<file path="src/core/pecfm_pkg.sv">
// Package for the protection enable and charge switch action mask block.
`default_nettype none
package pecfm_pkg;
  // ---------------------------------------------------------------------
  // Register offsets
  // ---------------------------------------------------------------------
  localparam logic [3:0] OFF_TEMP_EN = 4'h0;
  localparam logic [3:0] OFF_LATCH_EN = 4'h1;
  localparam logic [3:0] OFF_CHG_MASK_A = 4'h2;
  localparam logic [3:0] OFF_CHG_MASK_B = 4'h3;
  localparam logic [3:0] OFF_CHG_MASK_C = 4'h4;
  localparam logic [3:0] OFF_SAFETY = 4'h5;
  localparam logic [3:0] OFF_IRQ_STATUS = 4'h6;
  localparam logic [3:0] OFF_IRQ_MASK = 4'h7;
  localparam logic [3:0] OFF_STATE = 4'h8;
  // ---------------------------------------------------------------------
  // Reset values and writable bits
  // ---------------------------------------------------------------------
  localparam logic [7:0] RST_TEMP_EN = 8'h00;
  localparam logic [7:0] RST_LATCH_EN = 8'h00;
  localparam logic [7:0] RST_CHG_MASK_A = 8'h98;
  localparam logic [7:0] RST_CHG_MASK_B = 8'hd5;
  localparam logic [7:0] RST_CHG_MASK_C = 8'h56;
  localparam logic [7:0] RST_IRQ_MASK = 8'h00;
  localparam logic [7:0] VALID_TEMP_EN = 8'hf7;
  localparam logic [7:0] VALID_LATCH_EN = 8'hf6;
  localparam logic [7:0] VALID_CHG_MASK_A = 8'h98;
  localparam logic [7:0] VALID_CHG_MASK_B = 8'hd5;
  localparam logic [7:0] VALID_CHG_MASK_C = 8'h56;
  localparam logic [7:0] FAST_MASK_A_FULL = 8'h98;
  localparam logic [7:0] FAST_MASK_A_LOW = 8'h18;
  // ---------------------------------------------------------------------
  // Field positions of byte B and byte C
  // ---------------------------------------------------------------------
  localparam int B_SWITCH_OVERTEMP = 7;
  localparam int B_DIE_OVERTEMP = 6;
  localparam int B_DISCHARGE_OVERTEMP = 5;
  localparam int B_CHARGE_OVERTEMP = 4;
  localparam int B_DIE_UNDERTEMP = 2;
  localparam int B_DISCHARGE_UNDERTEMP = 1;
  localparam int B_CHARGE_UNDERTEMP = 0;
  localparam int C_OVERCURRENT_TIER3 = 7;
  localparam int C_SHORT_CIRCUIT_LATCH = 6;
  localparam int C_OVERCURRENT_LATCH = 5;
  localparam int C_CELL_OVERVOLTAGE_LATCH = 4;
  localparam int C_PRECHARGE_TIMEOUT = 2;
  localparam int C_HOST_WATCHDOG_FAULT = 1;
  // ---------------------------------------------------------------------
  // Interrupt status bits
  // ---------------------------------------------------------------------
  localparam int IRQ_TEMP_FLAG = 0;
  localparam int IRQ_LATCH_FLAG = 1;
  localparam int IRQ_CHG_OFF = 2;
  localparam int IRQ_SLOW_MASK = 3;
  // ---------------------------------------------------------------------
  // Timing
  // ---------------------------------------------------------------------
  localparam int CLK_PERIOD_NS = 10;
  localparam int DELAY_NORMAL_MS = 250;
  localparam int DELAY_SLEEP_MS = 1;
  localparam int DELAY_NORMAL_CYC = DELAY_NORMAL_MS * 1000000 / CLK_PERIOD_NS;
  localparam int DELAY_SLEEP_CYC = DELAY_SLEEP_MS * 1000000000 / CLK_PERIOD_NS;
  // ---------------------------------------------------------------------
  // Types
  // ---------------------------------------------------------------------
  typedef struct packed {
    logic wr;
    logic rd;
    logic [3:0] addr;
    logic [7:0] wdata;
  } pecfm_bus_req_t;
  typedef struct packed {
    logic [7:0] temp;
    logic [7:0] latch;
    logic [7:0] other;
  } pecfm_flags_t;
  typedef enum logic [1:0] {
    PECFM_IDLE = 2'b00,
    PECFM_WAIT = 2'b01,
    PECFM_OFF = 2'b11
  } pecfm_state_t;
endpackage : pecfm_pkg
`default_nettype wire

</file>
<file path="src/core/pecfm_sync.sv">
// Two flip-flop synchroniser for a vector of pin inputs.
`timescale 1ns/100ps
`default_nettype none
module pecfm_sync #(
  parameter int WIDTH = 8
) (
  // Clock and reset
  input wire logic clk,
  input wire logic rst_n,
  // Data
  input wire logic [WIDTH-1:0] din,
  output logic [WIDTH-1:0] dout
);
  logic [WIDTH-1:0] meta_r;

  always_ff @(posedge clk) begin
    if (!rst_n) begin
      meta_r <= '0;
      dout <= '0;
    end else begin
      meta_r <= din;
      dout <= meta_r;
    end
  end
endmodule : pecfm_sync
`default_nettype wire

</file>
<file path="src/core/pecfm_delay.sv">
// Turnoff postponement counter used when action mask A is not a fast pattern.
`timescale 1ns/100ps
`default_nettype none
module pecfm_delay #(
  parameter int NORMAL_CYC = pecfm_pkg::DELAY_NORMAL_CYC,
  parameter int SLEEP_CYC = pecfm_pkg::DELAY_SLEEP_CYC
) (
  // Clock and reset
  input wire logic clk,
  input wire logic rst_n,
  // Control
  input wire logic start,
  input wire logic sleep,
  output logic done
);
  logic [27:0] cnt_r;
  logic [27:0] lim;

  assign lim = sleep ? 28'(SLEEP_CYC) : 28'(NORMAL_CYC);
  assign done = start && (cnt_r >= lim - 28'h1);

  // The count restarts whenever the slow request falls away.
  always_ff @(posedge clk) begin
    if (!rst_n || !start) begin
      cnt_r <= '0;
    end else if (!done) begin
      cnt_r <= cnt_r + 28'h1;
    end
  end
endmodule : pecfm_delay
`default_nettype wire

</file>
<file path="src/core/pecfm_top.sv">
// Protection enable bytes, charge switch action masks and charge switch control.
// What this block does
// [RULE_01] Enabled protections alone raise safety flags; the other flags have no enable here and always follow their detectors
// [RULE_02] Temperature enable byte resets zero, high bits
// [RULE_03] Temperature enable low bits, bit three reserved
// [RULE_04] Latch enable byte resets zero, high bits
// [RULE_05] Precharge timeout bit2, watchdog bit1 enables
// [RULE_06] Switch action uses action masks, not enables
// [RULE_07] Mask A resets 0x98, bits 7,4,3 act
// [RULE_08] Software keeps mask A at 0x98 or 0x18
// [RULE_09] Other mask A values may postpone turnoff
// [RULE_10] Masks B and C act immediately per bit
// [RULE_11] Mask B resets 0xd5 with temperature bits
// [RULE_12] Mask C resets 0x56 with latch bits
// [RULE_13] Flagged and masked protection turns switch off
// [RULE_14] Reserved bits read zero, have no effect
//
// Local design decisions: the address map and strobed register access.
`timescale 1ns/100ps
`default_nettype none
module pecfm_top #(
  parameter int NORMAL_CYC = pecfm_pkg::DELAY_NORMAL_CYC,
  parameter int SLEEP_CYC = pecfm_pkg::DELAY_SLEEP_CYC
) (
  // Clock and reset
  input wire logic clk,
  input wire logic rst_n,
  // Register port
  input wire pecfm_pkg::pecfm_bus_req_t bus_req,
  output logic [7:0] bus_rdata,
  // Protection detectors, asynchronous
  input wire pecfm_pkg::pecfm_flags_t detect,
  input wire logic sleep_mode,
  // Outputs
  output var pecfm_pkg::pecfm_flags_t safety_status,
  output logic charge_switch_off,
  output logic irq
);
  // ---------------------------------------------------------------------
  // Input synchronisation
  // ---------------------------------------------------------------------
  logic [24:0] det_s;
  pecfm_pkg::pecfm_flags_t det;
  logic sleep_s;

  pecfm_sync #(.WIDTH(25)) u_sync (
    .clk(clk),
    .rst_n(rst_n),
    .din({sleep_mode, detect}),
    .dout(det_s)
  );
  assign det = det_s[23:0];
  assign sleep_s = det_s[24];

  // ---------------------------------------------------------------------
  // Configuration registers
  // ---------------------------------------------------------------------
  logic [7:0] temp_en_r;
  logic [7:0] latch_en_r;
  logic [7:0] mask_a_r;
  logic [7:0] mask_b_r;
  logic [7:0] mask_c_r;
  logic [7:0] irq_mask_r;
  logic [7:0] irq_stat_r;
  logic [7:0] irq_stat_nxt;
  logic [7:0] irq_evt;
  logic wr_en;

  assign wr_en = bus_req.wr && !bus_req.rd;

  // Reserved bits are forced to zero on write so they never steer anything.
  always_ff @(posedge clk) begin
    if (!rst_n) begin
      temp_en_r <= pecfm_pkg::RST_TEMP_EN; // RULE_02
      latch_en_r <= pecfm_pkg::RST_LATCH_EN; // RULE_04
      mask_a_r <= pecfm_pkg::RST_CHG_MASK_A; // RULE_07
      mask_b_r <= pecfm_pkg::RST_CHG_MASK_B; // RULE_11
      mask_c_r <= pecfm_pkg::RST_CHG_MASK_C; // RULE_12
      irq_mask_r <= pecfm_pkg::RST_IRQ_MASK;
    end else if (wr_en) begin
      unique case (bus_req.addr)
        pecfm_pkg::OFF_TEMP_EN: begin
          temp_en_r <= bus_req.wdata & pecfm_pkg::VALID_TEMP_EN; // RULE_03
        end
        pecfm_pkg::OFF_LATCH_EN: begin
          latch_en_r <= bus_req.wdata & pecfm_pkg::VALID_LATCH_EN; // RULE_05
        end
        pecfm_pkg::OFF_CHG_MASK_A: begin
          mask_a_r <= bus_req.wdata & pecfm_pkg::VALID_CHG_MASK_A; // RULE_14
        end
        pecfm_pkg::OFF_CHG_MASK_B: begin
          mask_b_r <= bus_req.wdata & pecfm_pkg::VALID_CHG_MASK_B; // RULE_14
        end
        pecfm_pkg::OFF_CHG_MASK_C: begin
          mask_c_r <= bus_req.wdata & pecfm_pkg::VALID_CHG_MASK_C; // RULE_14
        end
        pecfm_pkg::OFF_IRQ_MASK: begin
          irq_mask_r <= bus_req.wdata & 8'h0f;
        end
        default: begin
        end
      endcase
    end
  end

  // ---------------------------------------------------------------------
  // Safety status flags
  // ---------------------------------------------------------------------
  // Each temperature and latch flag follows its detector only while its enable bit is set; the other flags always follow theirs.
  always_ff @(posedge clk) begin
    if (!rst_n) begin
      safety_status <= '0;
    end else begin
      safety_status.temp <= det.temp & temp_en_r; // RULE_01
      safety_status.latch <= det.latch & latch_en_r; // RULE_01
      safety_status.other <= det.other;
    end
  end

  // ---------------------------------------------------------------------
  // Charge switch decision
  // ---------------------------------------------------------------------
  logic fast_hit;
  logic slow_hit;
  logic mask_a_fast;
  logic delay_done;
  pecfm_pkg::pecfm_state_t state_r;

  assign mask_a_fast = (mask_a_r == pecfm_pkg::FAST_MASK_A_FULL) ||
                       (mask_a_r == pecfm_pkg::FAST_MASK_A_LOW); // RULE_09
  assign fast_hit = |(safety_status.temp & mask_b_r) ||
                    |(safety_status.latch & mask_c_r) ||
                    (mask_a_fast && |(safety_status.other & mask_a_r)); // RULE_10
  assign slow_hit = !mask_a_fast && |(safety_status.other & mask_a_r); // RULE_06

  pecfm_delay #(.NORMAL_CYC(NORMAL_CYC), .SLEEP_CYC(SLEEP_CYC)) u_delay (
    .clk(clk),
    .rst_n(rst_n),
    .start(slow_hit),
    .sleep(sleep_s),
    .done(delay_done)
  );

  always_ff @(posedge clk) begin
    if (!rst_n) begin
      state_r <= pecfm_pkg::PECFM_IDLE;
    end else begin
      unique case (state_r)
        pecfm_pkg::PECFM_IDLE: begin
          if (fast_hit) begin
            state_r <= pecfm_pkg::PECFM_OFF;
          end else if (slow_hit) begin
            state_r <= pecfm_pkg::PECFM_WAIT;
          end
        end
        pecfm_pkg::PECFM_WAIT: begin
          if (fast_hit || delay_done) begin
            state_r <= pecfm_pkg::PECFM_OFF;
          end else if (!slow_hit) begin
            state_r <= pecfm_pkg::PECFM_IDLE;
          end
        end
        pecfm_pkg::PECFM_OFF: begin
          if (!fast_hit && !slow_hit) begin
            state_r <= pecfm_pkg::PECFM_IDLE;
          end
        end
        default: begin
          state_r <= pecfm_pkg::PECFM_IDLE;
        end
      endcase
    end
  end

  // The switch follows the state so it stays off while any masked flag stands.
  always_ff @(posedge clk) begin
    if (!rst_n) begin
      charge_switch_off <= 1'b0;
    end else begin
      charge_switch_off <= fast_hit ||
                           (state_r == pecfm_pkg::PECFM_WAIT && slow_hit && delay_done) ||
                           (state_r == pecfm_pkg::PECFM_OFF && slow_hit); // RULE_13
    end
  end

  // ---------------------------------------------------------------------
  // Interrupts
  // ---------------------------------------------------------------------
  always_comb begin
    irq_evt = 8'h00;
    irq_evt[pecfm_pkg::IRQ_TEMP_FLAG] = |safety_status.temp;
    irq_evt[pecfm_pkg::IRQ_LATCH_FLAG] = |safety_status.latch;
    irq_evt[pecfm_pkg::IRQ_CHG_OFF] = charge_switch_off;
    irq_evt[pecfm_pkg::IRQ_SLOW_MASK] = !mask_a_fast;
    irq_stat_nxt = irq_stat_r;
    if (wr_en && bus_req.addr == pecfm_pkg::OFF_IRQ_STATUS) begin
      irq_stat_nxt = irq_stat_r & ~bus_req.wdata;
    end
    // A new event wins over a clear in the same cycle.
    irq_stat_nxt = irq_stat_nxt | irq_evt;
  end

  always_ff @(posedge clk) begin
    if (!rst_n) begin
      irq_stat_r <= 8'h00;
    end else begin
      irq_stat_r <= irq_stat_nxt;
    end
  end

  always_ff @(posedge clk) begin
    if (!rst_n) begin
      irq <= 1'b0;
    end else begin
      irq <= |(irq_stat_nxt & irq_mask_r);
    end
  end

  // ---------------------------------------------------------------------
  // Read port
  // ---------------------------------------------------------------------
  always_ff @(posedge clk) begin
    if (!rst_n) begin
      bus_rdata <= 8'h00;
    end else if (bus_req.rd) begin
      unique case (bus_req.addr)
        pecfm_pkg::OFF_TEMP_EN: bus_rdata <= temp_en_r;
        pecfm_pkg::OFF_LATCH_EN: bus_rdata <= latch_en_r;
        pecfm_pkg::OFF_CHG_MASK_A: bus_rdata <= mask_a_r;
        pecfm_pkg::OFF_CHG_MASK_B: bus_rdata <= mask_b_r;
        pecfm_pkg::OFF_CHG_MASK_C: bus_rdata <= mask_c_r;
        pecfm_pkg::OFF_SAFETY: bus_rdata <= safety_status.temp | safety_status.latch;
        pecfm_pkg::OFF_IRQ_STATUS: bus_rdata <= irq_stat_r;
        pecfm_pkg::OFF_IRQ_MASK: bus_rdata <= irq_mask_r;
        pecfm_pkg::OFF_STATE: bus_rdata <= {5'h00, charge_switch_off, state_r};
        default: bus_rdata <= 8'h00;
      endcase
    end else begin
      bus_rdata <= 8'h00;
    end
  end
endmodule : pecfm_top
`default_nettype wire

</file>
<file path="config.mk">
export PLATFORM = sky130hd
export DESIGN_NAME = pecfm_top
export DESIGN_NICKNAME = d
export VERILOG_FILES = /design/src/core/pecfm_pkg.sv /design/src/core/pecfm_sync.sv /design/src/core/pecfm_delay.sv /design/src/core/pecfm_top.sv
export SDC_FILE = /design/constraint.sdc
export NUM_CORES = 1
export LEC_CHECK = 0
export BUFFER_PORTS_ARGS = -buffer_cell sky130_fd_sc_hd__buf_2
export CORE_UTILIZATION = 30
export CTS_BUF_LIST = sky130_fd_sc_hd__clkbuf_4
export CTS_CLUSTER_DIAMETER = 30
export DETAILED_ROUTE_END_ITERATION = 7
export GPL_ROUTABILITY_DRIVEN = 0
export SETUP_SLACK_MARGIN = 0.2
export SYNTH_ARGS = -nofsm -noshare
export SYNTH_HDL_FRONTEND = slang
export SYNTH_HIERARCHICAL = 1
export SYNTH_SLANG_ARGS = --single-unit
export TNS_END_PERCENT = 5
</file>
<file path="constraint.sdc">
create_clock -name clk -period 4.5 [get_ports clk]
set_clock_uncertainty 0.15 [all_clocks]
set_input_delay 0.45 -clock clk [delete_from_list [all_inputs] [get_ports clk]]
set_output_delay 0.45 -clock clk [all_outputs]
set_load 0.005 [all_outputs]
</file>
==> impl_metrics.ini <==
[routing]
dr_total_vias = 4747
post-route-drc-count = 0
drt-initial-drc-count = 418
wl_met1_mm = 7.21
wire_per_inst_um = 14.6
finalWirelength_mm = 14.3
via_per_inst = 4.85
routed-wl-met3_um = 631
highest_layer = met4
met2WireLength_mm = 6.31
antenna_violating_nets_post_route = 0
detailedRoute.firstPassIterationCount = 5

[clock_tree]
postCtsSetupBuffers = 0
clock_latency_ns = 0.55
resized_cells_post_cts = 0
cts.root.buffer_cell = sky130_fd_sc_hd__clkbuf_4
cts_tree = yes
clock_tree_buffer_depth = 2
cts_sinks = 142
h-tree-depth = 4
holdBufCountCts = 28
numCtsBuffers = 17
clk_transition_reported_paths_ns = 0.13

[pwr]
power.leakage_nw = 2.70
power.density_nw_per_um2 = 331
worst_ir_drop_on_vdd_mv = 0.135

[sta]
f_max_mhz = 335
maxSlewHeadroom_pct = 47.5
drv_slew = 0
period_minus_slack_ns = 2.98
rsz0062_at_grt = false
tcrit_tclk_final_pct = 66.2
setup_violations = 0
report.final.hold_viol_count = 0
worst_slew_pin_slew_ns = 0.788
final.hold.worst_slack_ns = 0.0682
fin_tns_setup_ns = 0

[worst_setup_path]
critical_path.max_stage_delay_ns = 0.64
cp_slowest_cell = sky130_fd_sc_hd__or4_2
critical_path.cell_chain = inv_1 -> ha_1 -> a211oi_1 -> nand2_1 -> nor3_1 -> a21oi_4 -> buf_4 -> or4_2 -> a21oi_1
timing.setup.critical_path_class = reg2reg
critical_path_data_arrival_time_ns = 3.31
timing.critical_path.to_type = flop
start_kind = flop
crit_path_max_fo = 23
cp.depth = 9
worst-path-buf-inv = 2
worst-r2r-cell-count = 9
timing.critical_path.max_delay_family = simple AND/OR/NAND/NOR gates
critPathRequiredTime_ns = 4.83

[synth]
ys_warn_count = 6
post_synth_inst_count = 623
post_synth_instance_area_sq_um = 5880
postSynthAreaPerCell_sq_um = 9.44

[global_routing]
grt.overflow.total = 0
grt_first_pass_wirelength_mm = 23.0
first_global_vias = 4434
grtUsageTotal_pct = 14.8
grt_antenna_before_repair = 1
maximum_number_of_pins_on_one_net_before_global_route_repair = 70

[cells_and_area]
ratio_of_cells_with_drive_above_1_in_the_final_layout_pct = 23.4
final_design_area_no_fill_sq_um = 6900
multi_input_gate_area_sq_um = 2750
flow.area_growth_from_synthesis_pct = 17.5
num-fill-cells = 1963
layout.nets = 755
area.sequential_sq_um = 2840

[floorplan]
rows = 50
floorplan.die.width_um = 142
die-height_um = 142
core_sq_um = 19000
initial_core_util_pct = 31.0
die_area_sq_um = 20200
io_pins = 75

[worst_hold_path]
min_delay_path_depth = 3
worstHoldPathType = in2reg

[placed_design]
numPortBuffers = 68
dpl_wire_length_mm = 9.60
post_detailed_placement_cell_area_sq_um = 6320

[outcome]
run_status = finished, final reports clean

[job]
drv.max_cap_violation_count = 0
## worst reg2reg max path, delay by kind of cell (launching register included)
kind                       cells  cell delay (ns)
buffers and inverters          2             0.38
DFF                            1             0.45
AOI/OAI and AO/OA              3             0.47
and+or+nand+nor                3             1.14
adders and majority gates      1             0.35
## per-stage QoR
stage | power, W | std cells | setup WS (ns) | util, %
floorplan | 0.00140 | 625 | 1.89 | -
global placement | 0.00144 | 918 | 1.58 | 33.3
detailed placement | 0.00144 | 918 | 1.57 | 33.3
CTS | 0.00232 | 978 | 1.54 | 36.4
global route | 0.00239 | 979 | 1.34 | 36.4
finish | 0.00228 | 979 | 1.52 | 36.4
## power by group
group | internal, W | leakage (nW) | switching, W
Clock | 0.000348 | 0.165 | 0.000507
Combinational | 0.0000630 | 1.38 | 0.0000727
Sequential | 0.00128 | 1.16 | 0.0000106
## final timing paths
path / slack (ns) / start / endpoint
hold reg to reg: 0.29 / irq_stat_r[7]$_SDFFE_PN0N_ / irq_stat_r[7]$_SDFFE_PN0N_
hold / removal: 0.07 / bus_req[0] / temp_en_r[0]$_SDFFE_PN0P_
setup / recovery: 1.52 / u_sync/dout[24]$_SDFF_PN0_ / u_delay/cnt_r[25]$_SDFFE_PP0N_
setup reg to reg: 1.52 / u_sync/dout[24]$_SDFF_PN0_ / u_delay/cnt_r[25]$_SDFFE_PP0N_
## state kept, by name, summed over array words and instances (netlist names)
signal / flops
u_delay/cnt_r: 28
u_sync/dout: 22
u_sync/meta_r: 22
safety_status: 21
bus_rdata: 8
irq_stat_r: 8
temp_en_r: 7
latch_en_r: 6
mask_b_r: 5
irq_mask_r: 4
mask_c_r: 4
mask_a_r: 3
state_r: 2
charge_switch_off: 1
irq: 1
## layout by cell type, fill, tap and decap left out, types with 7 or more instances in the layout
cell	instances
sky130_fd_sc_hd__and3_1	24
sky130_fd_sc_hd__a211oi_1	7
sky130_fd_sc_hd__dlygate4sd3_1	28
sky130_fd_sc_hd__nand2_1	56
sky130_fd_sc_hd__or4_1	7
sky130_fd_sc_hd__and2_2	34
sky130_fd_sc_hd__dfxtp_1	142
sky130_fd_sc_hd__clkbuf_4	17
sky130_fd_sc_hd__o21ai_0	18
sky130_fd_sc_hd__mux2i_1	14
sky130_fd_sc_hd__or3_1	16
sky130_fd_sc_hd__buf_2	68
sky130_fd_sc_hd__nor2_1	29
sky130_fd_sc_hd__a21oi_1	44
sky130_fd_sc_hd__nand3_1	51
sky130_fd_sc_hd__nand4_1	10
sky130_fd_sc_hd__and2_1	28
sky130_fd_sc_hd__ha_1	9
## final cells by class
cell class	instances	area share, %
antenna	1	0.0362
timing repair buffer	101	9.53
multi-input combinational	437	39.9
sequential	142	41.2
inverter	6	0.326
clock inverter	15	2.50
clock buffer	17	1.85
tap	260	4.71
## layer usage
| metal | track usage, % | up-vias |
|---|---|---|
| met5 | 0 | - |
| li1 | - | 2392 |
| met1 | 20.2 | 2232 |
| met2 | 22.8 | 115 |
| met4 | 5.66 | 0 |
| met3 | 3.33 | 8 |
Note: power is estimated with default switching activity, not from simulation.
